<file path="src/inc/timer0_cfg.svh">
`ifndef TIMER0_CFG_SVH
`define TIMER0_CFG_SVH

// ****************************************************************
// Register addresses and reset values
// ****************************************************************
`define TMR_ADDR 5'h01
`define OPTION_RESET 8'hff
`define TRIS_RESET 4'hf
`define EXT_PIN_TRIS_BIT 2

// ****************************************************************
// Configuration field positions
// ****************************************************************
`define OPT_PIN_WAKE_BIT 7
`define OPT_PULLUP_BIT 6
`define OPT_CLK_SRC_BIT 5
`define OPT_EDGE_SEL_BIT 4
`define OPT_ASSIGN_BIT 3
`define OPT_RATE_MSB 2
`define OPT_RATE_LSB 0

// ****************************************************************
// Timing counts
// ****************************************************************
`define WRITE_INHIBIT_CYCLES 2'd2
`define PSC_RESET 8'h00
`define TMR_RESET 8'h00

`endif

</file>
<file path="src/inc/timer0_pkg.sv">
package timer0_pkg;

  // ****************************************************************
  // Internal phase clocks of one instruction cycle
  // ****************************************************************
  typedef enum logic [1:0] {
    PHASE_ONE = 2'b00,
    PHASE_TWO = 2'b01,
    PHASE_THREE = 2'b10,
    PHASE_FOUR = 2'b11
  } phase_t;

  // ****************************************************************
  // Timer and wake configuration register layout
  // ****************************************************************
  typedef struct packed {
    logic pinWakeDisable;
    logic pullupDisable;
    logic clockSourceSelect;
    logic sourceEdgeSelect;
    logic prescalerAssign;
    logic [2:0] prescaleRate;
  } option_t;

endpackage

</file>
<file path="src/rtl/phase_gen.sv">
`timescale 1ns/1ps
module phase_gen
  import timer0_pkg::*;
(
  // Clock and reset
  input wire logic sys_clk,
  input wire logic rst,
  // Phase state
  output phase_t phase_q
);

  // ****************************************************************
  // Four phase clocks per instruction cycle
  // ****************************************************************
  phase_t phase_d;

  // Next phase
  always_comb begin
    case (phase_q)
      PHASE_ONE: phase_d = PHASE_TWO;
      PHASE_TWO: phase_d = PHASE_THREE;
      PHASE_THREE: phase_d = PHASE_FOUR;
      PHASE_FOUR: phase_d = PHASE_ONE;
      default: phase_d = PHASE_ONE;
    endcase
  end

  // Phase register
  always_ff @(posedge sys_clk or posedge rst) begin
    if (rst) begin
      phase_q <= PHASE_ONE;
    end else begin
      phase_q <= phase_d;
    end
  end

endmodule

</file>
<file path="src/rtl/timer0_prescaler.sv">
`timescale 1ns/1ps
`include "timer0_cfg.svh"

// Summary of operation
// RULE1 - Source select clear: timer mode, one count per instruction cycle.
// RULE2 - A write to the count blocks incrementing for two cycles.
// RULE3 - Source select set: counter mode, count edges of the input pin.
// RULE4 - Edge select zero counts rising edges, one counts falling edges.
// RULE5 - Prescaler serves timer or watchdog, chosen by the assign bit.
// RULE6 - Timer prescale ratios run from 1:2 to 1:256 in powers of two.
// RULE7 - Rate field value n gives a timer ratio of two to n plus one.
// RULE8 - Prescaler count cannot be read or loaded by software.
// RULE9 - Any reset clears the prescaler to zero.
// RULE10 - Count writes clear the prescaler while it serves the timer.
// RULE11 - Watchdog clear clears the prescaler while it serves the watchdog.
// RULE12 - Counter mode forces the input pin to act as an input.
// RULE13 - Without prescaler the input passes straight to the output.
// RULE14 - Prescaler output is sampled on phases two and four.
// RULE15 - Prescaler divides the input so its output is symmetrical.
// RULE16 - Source holds input high and low two oscillator periods each.
// RULE17 - Prescaled input period at least four periods over the ratio.
// RULE18 - Count advances three to seven oscillator periods after an edge.
// RULE19 - Software clears watchdog then count before moving to watchdog.
// RULE20 - Software clears watchdog before moving prescaler to timer.
// RULE21 - Count register is eight bits, address 01h, read and write.
// RULE22 - Count wraps from ffh to 00h and keeps counting.
module timer0_prescaler
  import timer0_pkg::*;
(
  // Clock and reset
  input wire logic sys_clk,
  input wire logic rst,
  // Data register access
  input wire logic [4:0] regAddr,
  input wire logic regWrEn,
  input wire logic [7:0] regWrData,
  input wire logic regRdEn,
  output logic [7:0] regRdData_q,
  // Configuration and direction writes
  input wire logic optionWrEn,
  input wire option_t optionWrData,
  input wire logic trisWrEn,
  input wire logic [3:0] trisWrData,
  // Watchdog link
  input wire logic watchdogClearInstr,
  input wire logic watchdogTick,
  output logic watchdogTimeout_q,
  // Count input pin
  input wire logic extCountInput,
  input wire logic pinLatchData,
  output logic extPinOut_q,
  output logic extPinOe_q,
  // Status
  output logic [7:0] timerCount_q,
  output logic pinWakeDisable_q,
  output logic pullupDisable_q
);

  // ****************************************************************
  // Phase clocks
  // ****************************************************************
  phase_t phase;
  logic phaseTwo;
  logic phaseFour;

  phase_gen u_phase (
    .sys_clk(sys_clk),
    .rst(rst),
    .phase_q(phase)
  );

  // Sampling and instruction cycle end points
  assign phaseTwo = (phase == PHASE_TWO);
  assign phaseFour = (phase == PHASE_FOUR);

  // ****************************************************************
  // Configuration and direction registers
  // ****************************************************************
  option_t option_q;
  logic [3:0] pinDirection_q;
  logic clockSource;
  logic edgeSelect;
  logic toWatchdog;
  logic [2:0] rate;

  // Write-only configuration register
  always_ff @(posedge sys_clk or posedge rst) begin
    if (rst) begin
      option_q <= `OPTION_RESET;
    end else if (optionWrEn) begin
      option_q <= optionWrData;
    end
  end

  // Write-only pin direction register
  always_ff @(posedge sys_clk or posedge rst) begin
    if (rst) begin
      pinDirection_q <= `TRIS_RESET;
    end else if (trisWrEn) begin
      pinDirection_q <= trisWrData;
    end
  end

  // Field decode
  assign clockSource = option_q.clockSourceSelect;
  assign edgeSelect = option_q.sourceEdgeSelect;
  assign toWatchdog = option_q.prescalerAssign; // see RULE5
  assign rate = option_q.prescaleRate;

  // Configuration bits for the port logic
  always_ff @(posedge sys_clk or posedge rst) begin
    if (rst) begin
      pinWakeDisable_q <= 1'b1;
      pullupDisable_q <= 1'b1;
    end else begin
      pinWakeDisable_q <= option_q.pinWakeDisable;
      pullupDisable_q <= option_q.pullupDisable;
    end
  end

  // ****************************************************************
  // Count input pin driver
  // ****************************************************************
  logic pinDirIn;

  assign pinDirIn = pinDirection_q[`EXT_PIN_TRIS_BIT];

  // Counter mode overrides the direction bit
  always_ff @(posedge sys_clk or posedge rst) begin
    if (rst) begin
      extPinOe_q <= 1'b0;
      extPinOut_q <= 1'b0;
    end else begin
      extPinOe_q <= !pinDirIn && !clockSource; // see RULE12
      extPinOut_q <= pinLatchData;
    end
  end

  // ****************************************************************
  // Edge detect on the count input
  // ****************************************************************
  logic extPrev_q;
  logic extLevel;
  logic extEdge;

  // Falling edges become rising by inversion
  assign extLevel = extCountInput ^ edgeSelect; // see RULE4
  assign extEdge = extLevel && !extPrev_q;

  // Previous level
  always_ff @(posedge sys_clk or posedge rst) begin
    if (rst) begin
      extPrev_q <= 1'b0;
    end else begin
      extPrev_q <= extLevel;
    end
  end

  // ****************************************************************
  // Shared prescaler
  // ****************************************************************
  logic [7:0] pscCount_q;
  logic timerWrite;
  logic pscTimerStep;
  logic pscDogStep;
  logic [8:0] timerMask;
  logic [7:0] dogMask;
  logic pscTimerWrap;
  logic pscDogWrap;
  logic pscOutBit;

  assign timerWrite = regWrEn && (regAddr == `TMR_ADDR);

  // Ratio 2^(n+1) for the timer, 2^n for the watchdog
  assign timerMask = (9'h002 << rate) - 9'h001; // see RULE7
  assign dogMask = (8'h01 << rate) - 8'h01;
  assign pscTimerWrap =
    ((pscCount_q & timerMask[7:0]) == timerMask[7:0]); // see RULE6
  assign pscDogWrap = ((pscCount_q & dogMask) == dogMask);
  assign pscOutBit = pscCount_q[rate]; // see RULE15

  // Prescaler clock source depends on mode and assignment
  assign pscTimerStep = !toWatchdog &&
    (clockSource ? extEdge : phaseFour);
  assign pscDogStep = toWatchdog && watchdogTick;

  // Hidden counter, no software path in or out
  always_ff @(posedge sys_clk or posedge rst) begin // see RULE8
    if (rst) begin
      pscCount_q <= `PSC_RESET; // see RULE9
    end else if (timerWrite && !toWatchdog) begin
      pscCount_q <= `PSC_RESET; // see RULE10
    end else if (watchdogClearInstr && toWatchdog) begin
      pscCount_q <= `PSC_RESET; // see RULE11
    end else if (pscTimerStep || pscDogStep) begin
      pscCount_q <= pscCount_q + 8'h01;
    end
  end

  // Watchdog timeout, postscaled when assigned
  always_ff @(posedge sys_clk or posedge rst) begin
    if (rst) begin
      watchdogTimeout_q <= 1'b0;
    end else if (toWatchdog) begin
      watchdogTimeout_q <= pscDogStep && pscDogWrap &&
        !watchdogClearInstr; // see RULE5
    end else begin
      watchdogTimeout_q <= watchdogTick;
    end
  end

  // ****************************************************************
  // Counter mode synchroniser
  // ****************************************************************
  logic pscOutLevel;
  logic sample_q;
  logic samplePrev_q;
  logic stepPend_q;
  logic counterStep;

  // Bypass divider when the prescaler is with the watchdog
  assign pscOutLevel = toWatchdog ? extLevel : pscOutBit; // see RULE13

  // Sample on phase two and phase four
  always_ff @(posedge sys_clk or posedge rst) begin
    if (rst) begin
      sample_q <= 1'b0;
    end else if (phaseTwo || phaseFour) begin
      sample_q <= pscOutLevel; // see RULE14
    end
  end

  // Rising edge of the sampled output
  always_ff @(posedge sys_clk or posedge rst) begin
    if (rst) begin
      samplePrev_q <= 1'b0;
    end else begin
      samplePrev_q <= sample_q;
    end
  end

  // Extra stage so the step lands three or more clocks after the pin edge
  always_ff @(posedge sys_clk or posedge rst) begin
    if (rst) begin
      stepPend_q <= 1'b0;
    end else begin
      stepPend_q <= sample_q && !samplePrev_q; // see RULE18
    end
  end

  assign counterStep = clockSource && stepPend_q; // see RULE3 see RULE18

  // ****************************************************************
  // Write inhibit
  // ****************************************************************
  logic [1:0] inhibit_q;

  // Two instruction cycle ends are skipped after a write
  always_ff @(posedge sys_clk or posedge rst) begin
    if (rst) begin
      inhibit_q <= 2'd0;
    end else if (timerWrite) begin
      inhibit_q <= `WRITE_INHIBIT_CYCLES; // see RULE2
    end else if (phaseFour && inhibit_q != 2'd0) begin
      inhibit_q <= inhibit_q - 2'd1;
    end
  end

  // ****************************************************************
  // Timer count register
  // ****************************************************************
  logic timerStep;
  logic modeStep;

  // Timer mode steps at each cycle end, via prescaler if assigned
  assign modeStep = clockSource ? counterStep :
    (phaseFour && (toWatchdog || pscTimerWrap)); // see RULE1
  assign timerStep = modeStep && (inhibit_q == 2'd0);

  // Load on write, otherwise free-running with wrap
  always_ff @(posedge sys_clk or posedge rst) begin
    if (rst) begin
      timerCount_q <= `TMR_RESET;
    end else if (timerWrite) begin
      timerCount_q <= regWrData; // see RULE21
    end else if (timerStep) begin
      timerCount_q <= timerCount_q + 8'h01; // see RULE22
    end
  end

  // Read data for the count address
  always_ff @(posedge sys_clk or posedge rst) begin
    if (rst) begin
      regRdData_q <= 8'h00;
    end else if (regRdEn && regAddr == `TMR_ADDR) begin
      regRdData_q <= timerCount_q; // see RULE21
    end else begin
      regRdData_q <= 8'h00;
    end
  end
endmodule

</file>
<file path="config.mk">
export PLATFORM = sky130hd
export DESIGN_NAME = timer0_prescaler
export DESIGN_NICKNAME = d
export VERILOG_FILES = /design/src/inc/timer0_pkg.sv /design/src/rtl/phase_gen.sv /design/src/rtl/timer0_prescaler.sv
export VERILOG_INCLUDE_DIRS = /design/src /design/src/inc
export SDC_FILE = /design/constraint.sdc
export NUM_CORES = 1
export LEC_CHECK = 0
export ABC_AREA = 1
export BUFFER_PORTS_ARGS = -buffer_cell sky130_fd_sc_hd__buf_2
export CAP_MARGIN = 30
export CORE_MARGIN = 4
export CORE_UTILIZATION = 50
export CTS_CLUSTER_DIAMETER = 120
export DETAILED_ROUTE_END_ITERATION = 12
export PLACE_DENSITY = 0.79
export SLEW_MARGIN = 10
export SYNTH_ARGS = -nofsm -noshare
export SYNTH_HDL_FRONTEND = slang
export SYNTH_HIERARCHICAL = 1
export SYNTH_SLANG_ARGS = --single-unit
</file>
<file path="constraint.sdc">
create_clock -name sys_clk -period 2.3 [get_ports sys_clk]
set_input_delay 0.115 -clock sys_clk [delete_from_list [all_inputs] [get_ports sys_clk]]
set_output_delay 0.115 -clock sys_clk [all_outputs]
set_load 0.005 [all_outputs]
</file>
==> results.ini <==
[placed_design]
buffer_ports.inserted=52
dp_worst_setup_slack_ps=173
detailedPlacementHpwl_um=3930
gpl.final_weighted_congestion=0.924
place_area_sq_um=2730

[clock_network]
numCtsBuffers=5
tritoncts=built
cts-htree-levels=2
clock_sinks=46
clkSlewWorstSetupHoldPaths_ps=90
root_buffer=clkbuf_8
clockBufferDepth=2
clk_latency_ps=290

[sta]
rel_slew_slack=0.531
final.min_clock_period_ps=2050
f_max_mhz=488
setup_repair_after_global_routing_missed_its_margin=false
fin_crit_sh=0.890
post_route_setup_slack_ps=253
hold_viol=0
timing_max_transition_violations_final=0
setup_tns_ps=0
timing.hold.ws_ps=27.1
finalClockSkew_ps=6.72
setup-violations-final=0
timing_worst_slew_pin_value_ps=699

[power]
p_total_mw=2.43
power.ir.vdd_worst_v=0.000569
power_per_cell_area_nw_per_um2=836
leakagePower_nw=1.49

[grt]
grt_usage=0.181
grt_antenna_before_repair=0
first_global_vias=2015
grt_first_pass_wirelength_um=8940
globalRouteOverflowTotal=0
grt_max_degree=26

[layout]
post-route-cell-area_sq_um=2910
num-nets-final=389
final_layout_size_suffix_gt1_frac=0.307
flow.area_growth_from_synthesis_pct=20.3
insertedDiodeCount=0
fillers=418

[worst_hold_path]
hp-class=input port to flop

[detailed_routing]
avgRoutedWirePerCell_um=13.0
drt-total-wl_um=5220
route.antenna.remaining_nets=0
detail_route.first_pass.iterations=4
dr_total_vias=2094
drt-initial-drc-count=82
routed_via_density=5.20
route.detailed.drc=0

[logic_synthesis]
synth_most_common_cell=nand2_1
synthesis.yosys.warnings=6
synth_nets=327
postSynthRegisterBits=46
ys_seq_area_frac=0.481
synth_edf_count=0
netlist-cell-type-count=38
biggest_area_contributors_in_the_synthesized_netlist=dfrtp_1, dfstp_2, nand2_1
yosysTopAreaCellShare=0.362
postSynthCellCount=286
post-synth-top-area-cell=dfrtp_1
flip_flop_cell_with_the_highest_count_after_synthesis=dfrtp_1
synth.top_cells.by_count=nand2_1, dfrtp_1, inv_1
syn-mean-instance-area_sq_um=8.47
async_flop_share=1.00
synth.cell_area_sq_um=2420

[critical_path]
slowest_stage=dfstp_2
critical-path-top-delay-family=simple AND/OR/NAND/NOR gates
timing_worst_setup_path_type=flop to flop
cpMostUsedCell=nand2_1
worst_path_bufs_invs=0
crit_path_cell_trace=nand3_1 > ha_4 > nor2_1 > nor2_2 > nand3_1 > nor2_1 > nand2_1 > nand2_1 > nand2_1 > nand2_2 > nand2_4 > nand2_8 > nand2_2 > nand2_1
end_kind=flop
cp_slowest_stage_delay_ps=600
critPathArrivalTime_ps=2280
launching_element_type_of_the_critical_path=flop
critical_path_peak_fanout=9
cp.required_ps=2530

[floorplan]
placeableCoreArea_sq_um=4690
initial_core_util=0.516
num_io_pins=56
floorplan.rows=25
die_area_sq_um=6020
fp.dieW_um=77.6
fp.dieH_um=77.6

[run]
max_capacitance_violation_count=0

[outcome]
outcome=finished, final reports clean

-- flip-flops by register name, indices dropped and copies added (netlist names), 2 cells and up --
register	cells
pscCount_q	8
regRdData_q	8
timerCount_q	8
rate	3
inhibit_q	2
option_q	2
u_phase/phase_q	2
-- worst min-delay path: cells and delay by family --
kind / cells / cell delay, ps
buf+inv: 1 / 70
compound gates: 1 / 60
simple gates: 1 / 40
-- cell type report --
class	count	area, sq um	area share
inverter	40	153	0.0524
clock buffer	7	86.3	0.0297
sequential	46	1160	0.400
tap	54	67.6	0.0232
clock inverter	1	30.0	0.0103
timing repair buffer	59	318	0.109
multi-input combinational	196	1090	0.375
-- cell usage in the layout, fill, tap and decap left out, types with 2 or more instances in the layout --
master and count:
nand2_1 58, buf_2 52, dfrtp_1 35, inv_1 32
nand3_1 26, nor2_1 24, o21ai_0 19, nand2_2 11
dfstp_2 11, xor2_1 6, nor3_1 6, clkbuf_8 6
inv_2 5, a21oi_1 5, ha_1 5, buf_4 5
mux2_2 4, nand4_1 4, o211ai_1 4, nor2_2 3
o21ai_1 3, clkinv_1 2, nor4_1 2, o22ai_1 2
dlygate4sd3_1 2
-- timing repair --
| item | in CTS | in global routing |
|---|---|---|
| setup endpoints to repair | 0 | 8 |
| buffers inserted | 0 | 4 |
| hold buffers | 2 | 0 |
| endpoints found under the hold margin | 22 | 0 |
| resized for setup | 0 | 2 |
-- final timing paths --
| check | from | to | slack, ps | cells past startpoint |
|---|---|---|---|---|
| max | rate[0] | timerCount_q[5] | 250 | 14 |
| min | optionWrData[0] | rate[0] | 30 | 3 |
| max reg2reg | rate[0] | timerCount_q[5] | 250 | 14 |
| min reg2reg | option_q[6] | pullupDisable_q | 360 | 0 |
| max in group asynchronous | rst | clockSource | 1140 | 4 |
| min in group asynchronous | rst | u_phase/phase_q[0] | 230 | 3 |
-- cells by family (layout without fill, tap and decap cells) --
group / Yosys count / count (layout) / synth area share
AOI/OAI and AO/OA: 38 / 38 / 0.0894
xor gates and xnor gates: 7 / 7 / 0.0253
adders and majority gates: 6 / 6 / 0.0310
buffers and inverters: 44 / 107 / 0.0729
DFF: 46 / 46 / 0.481
muxes: 4 / 4 / 0.0186
and+or+nand+nor: 141 / 141 / 0.282
-- metrics by stage --
stage	instances	util
2_1_floorplan	286	-
3_3_place_gp	389	0.582
3_5_place_dp	389	0.582
4_1_cts	399	0.611
5_1_grt	403	0.621
6_report	403	0.621
-- power by group --
part           switching (mW)  internal [mW]  total, mW
Sequential              0.153          0.966       1.12
Combinational           0.402          0.298      0.700
Clock                   0.259          0.354      0.614
Total                   0.815           1.62       2.43
-- routing by layer --
layer | vias up | GRT usage | routed length, um
li1 | 1049 | - | -
met1 | 982 | 0.226 | 2310
met2 | 59 | 0.318 | 2610
met3 | 4 | 0.0418 | 266
met4 | 0 | 0.0374 | 38
met5 | - | 0 | 0
No activity file was read; power rests on OpenSTA's default activity.
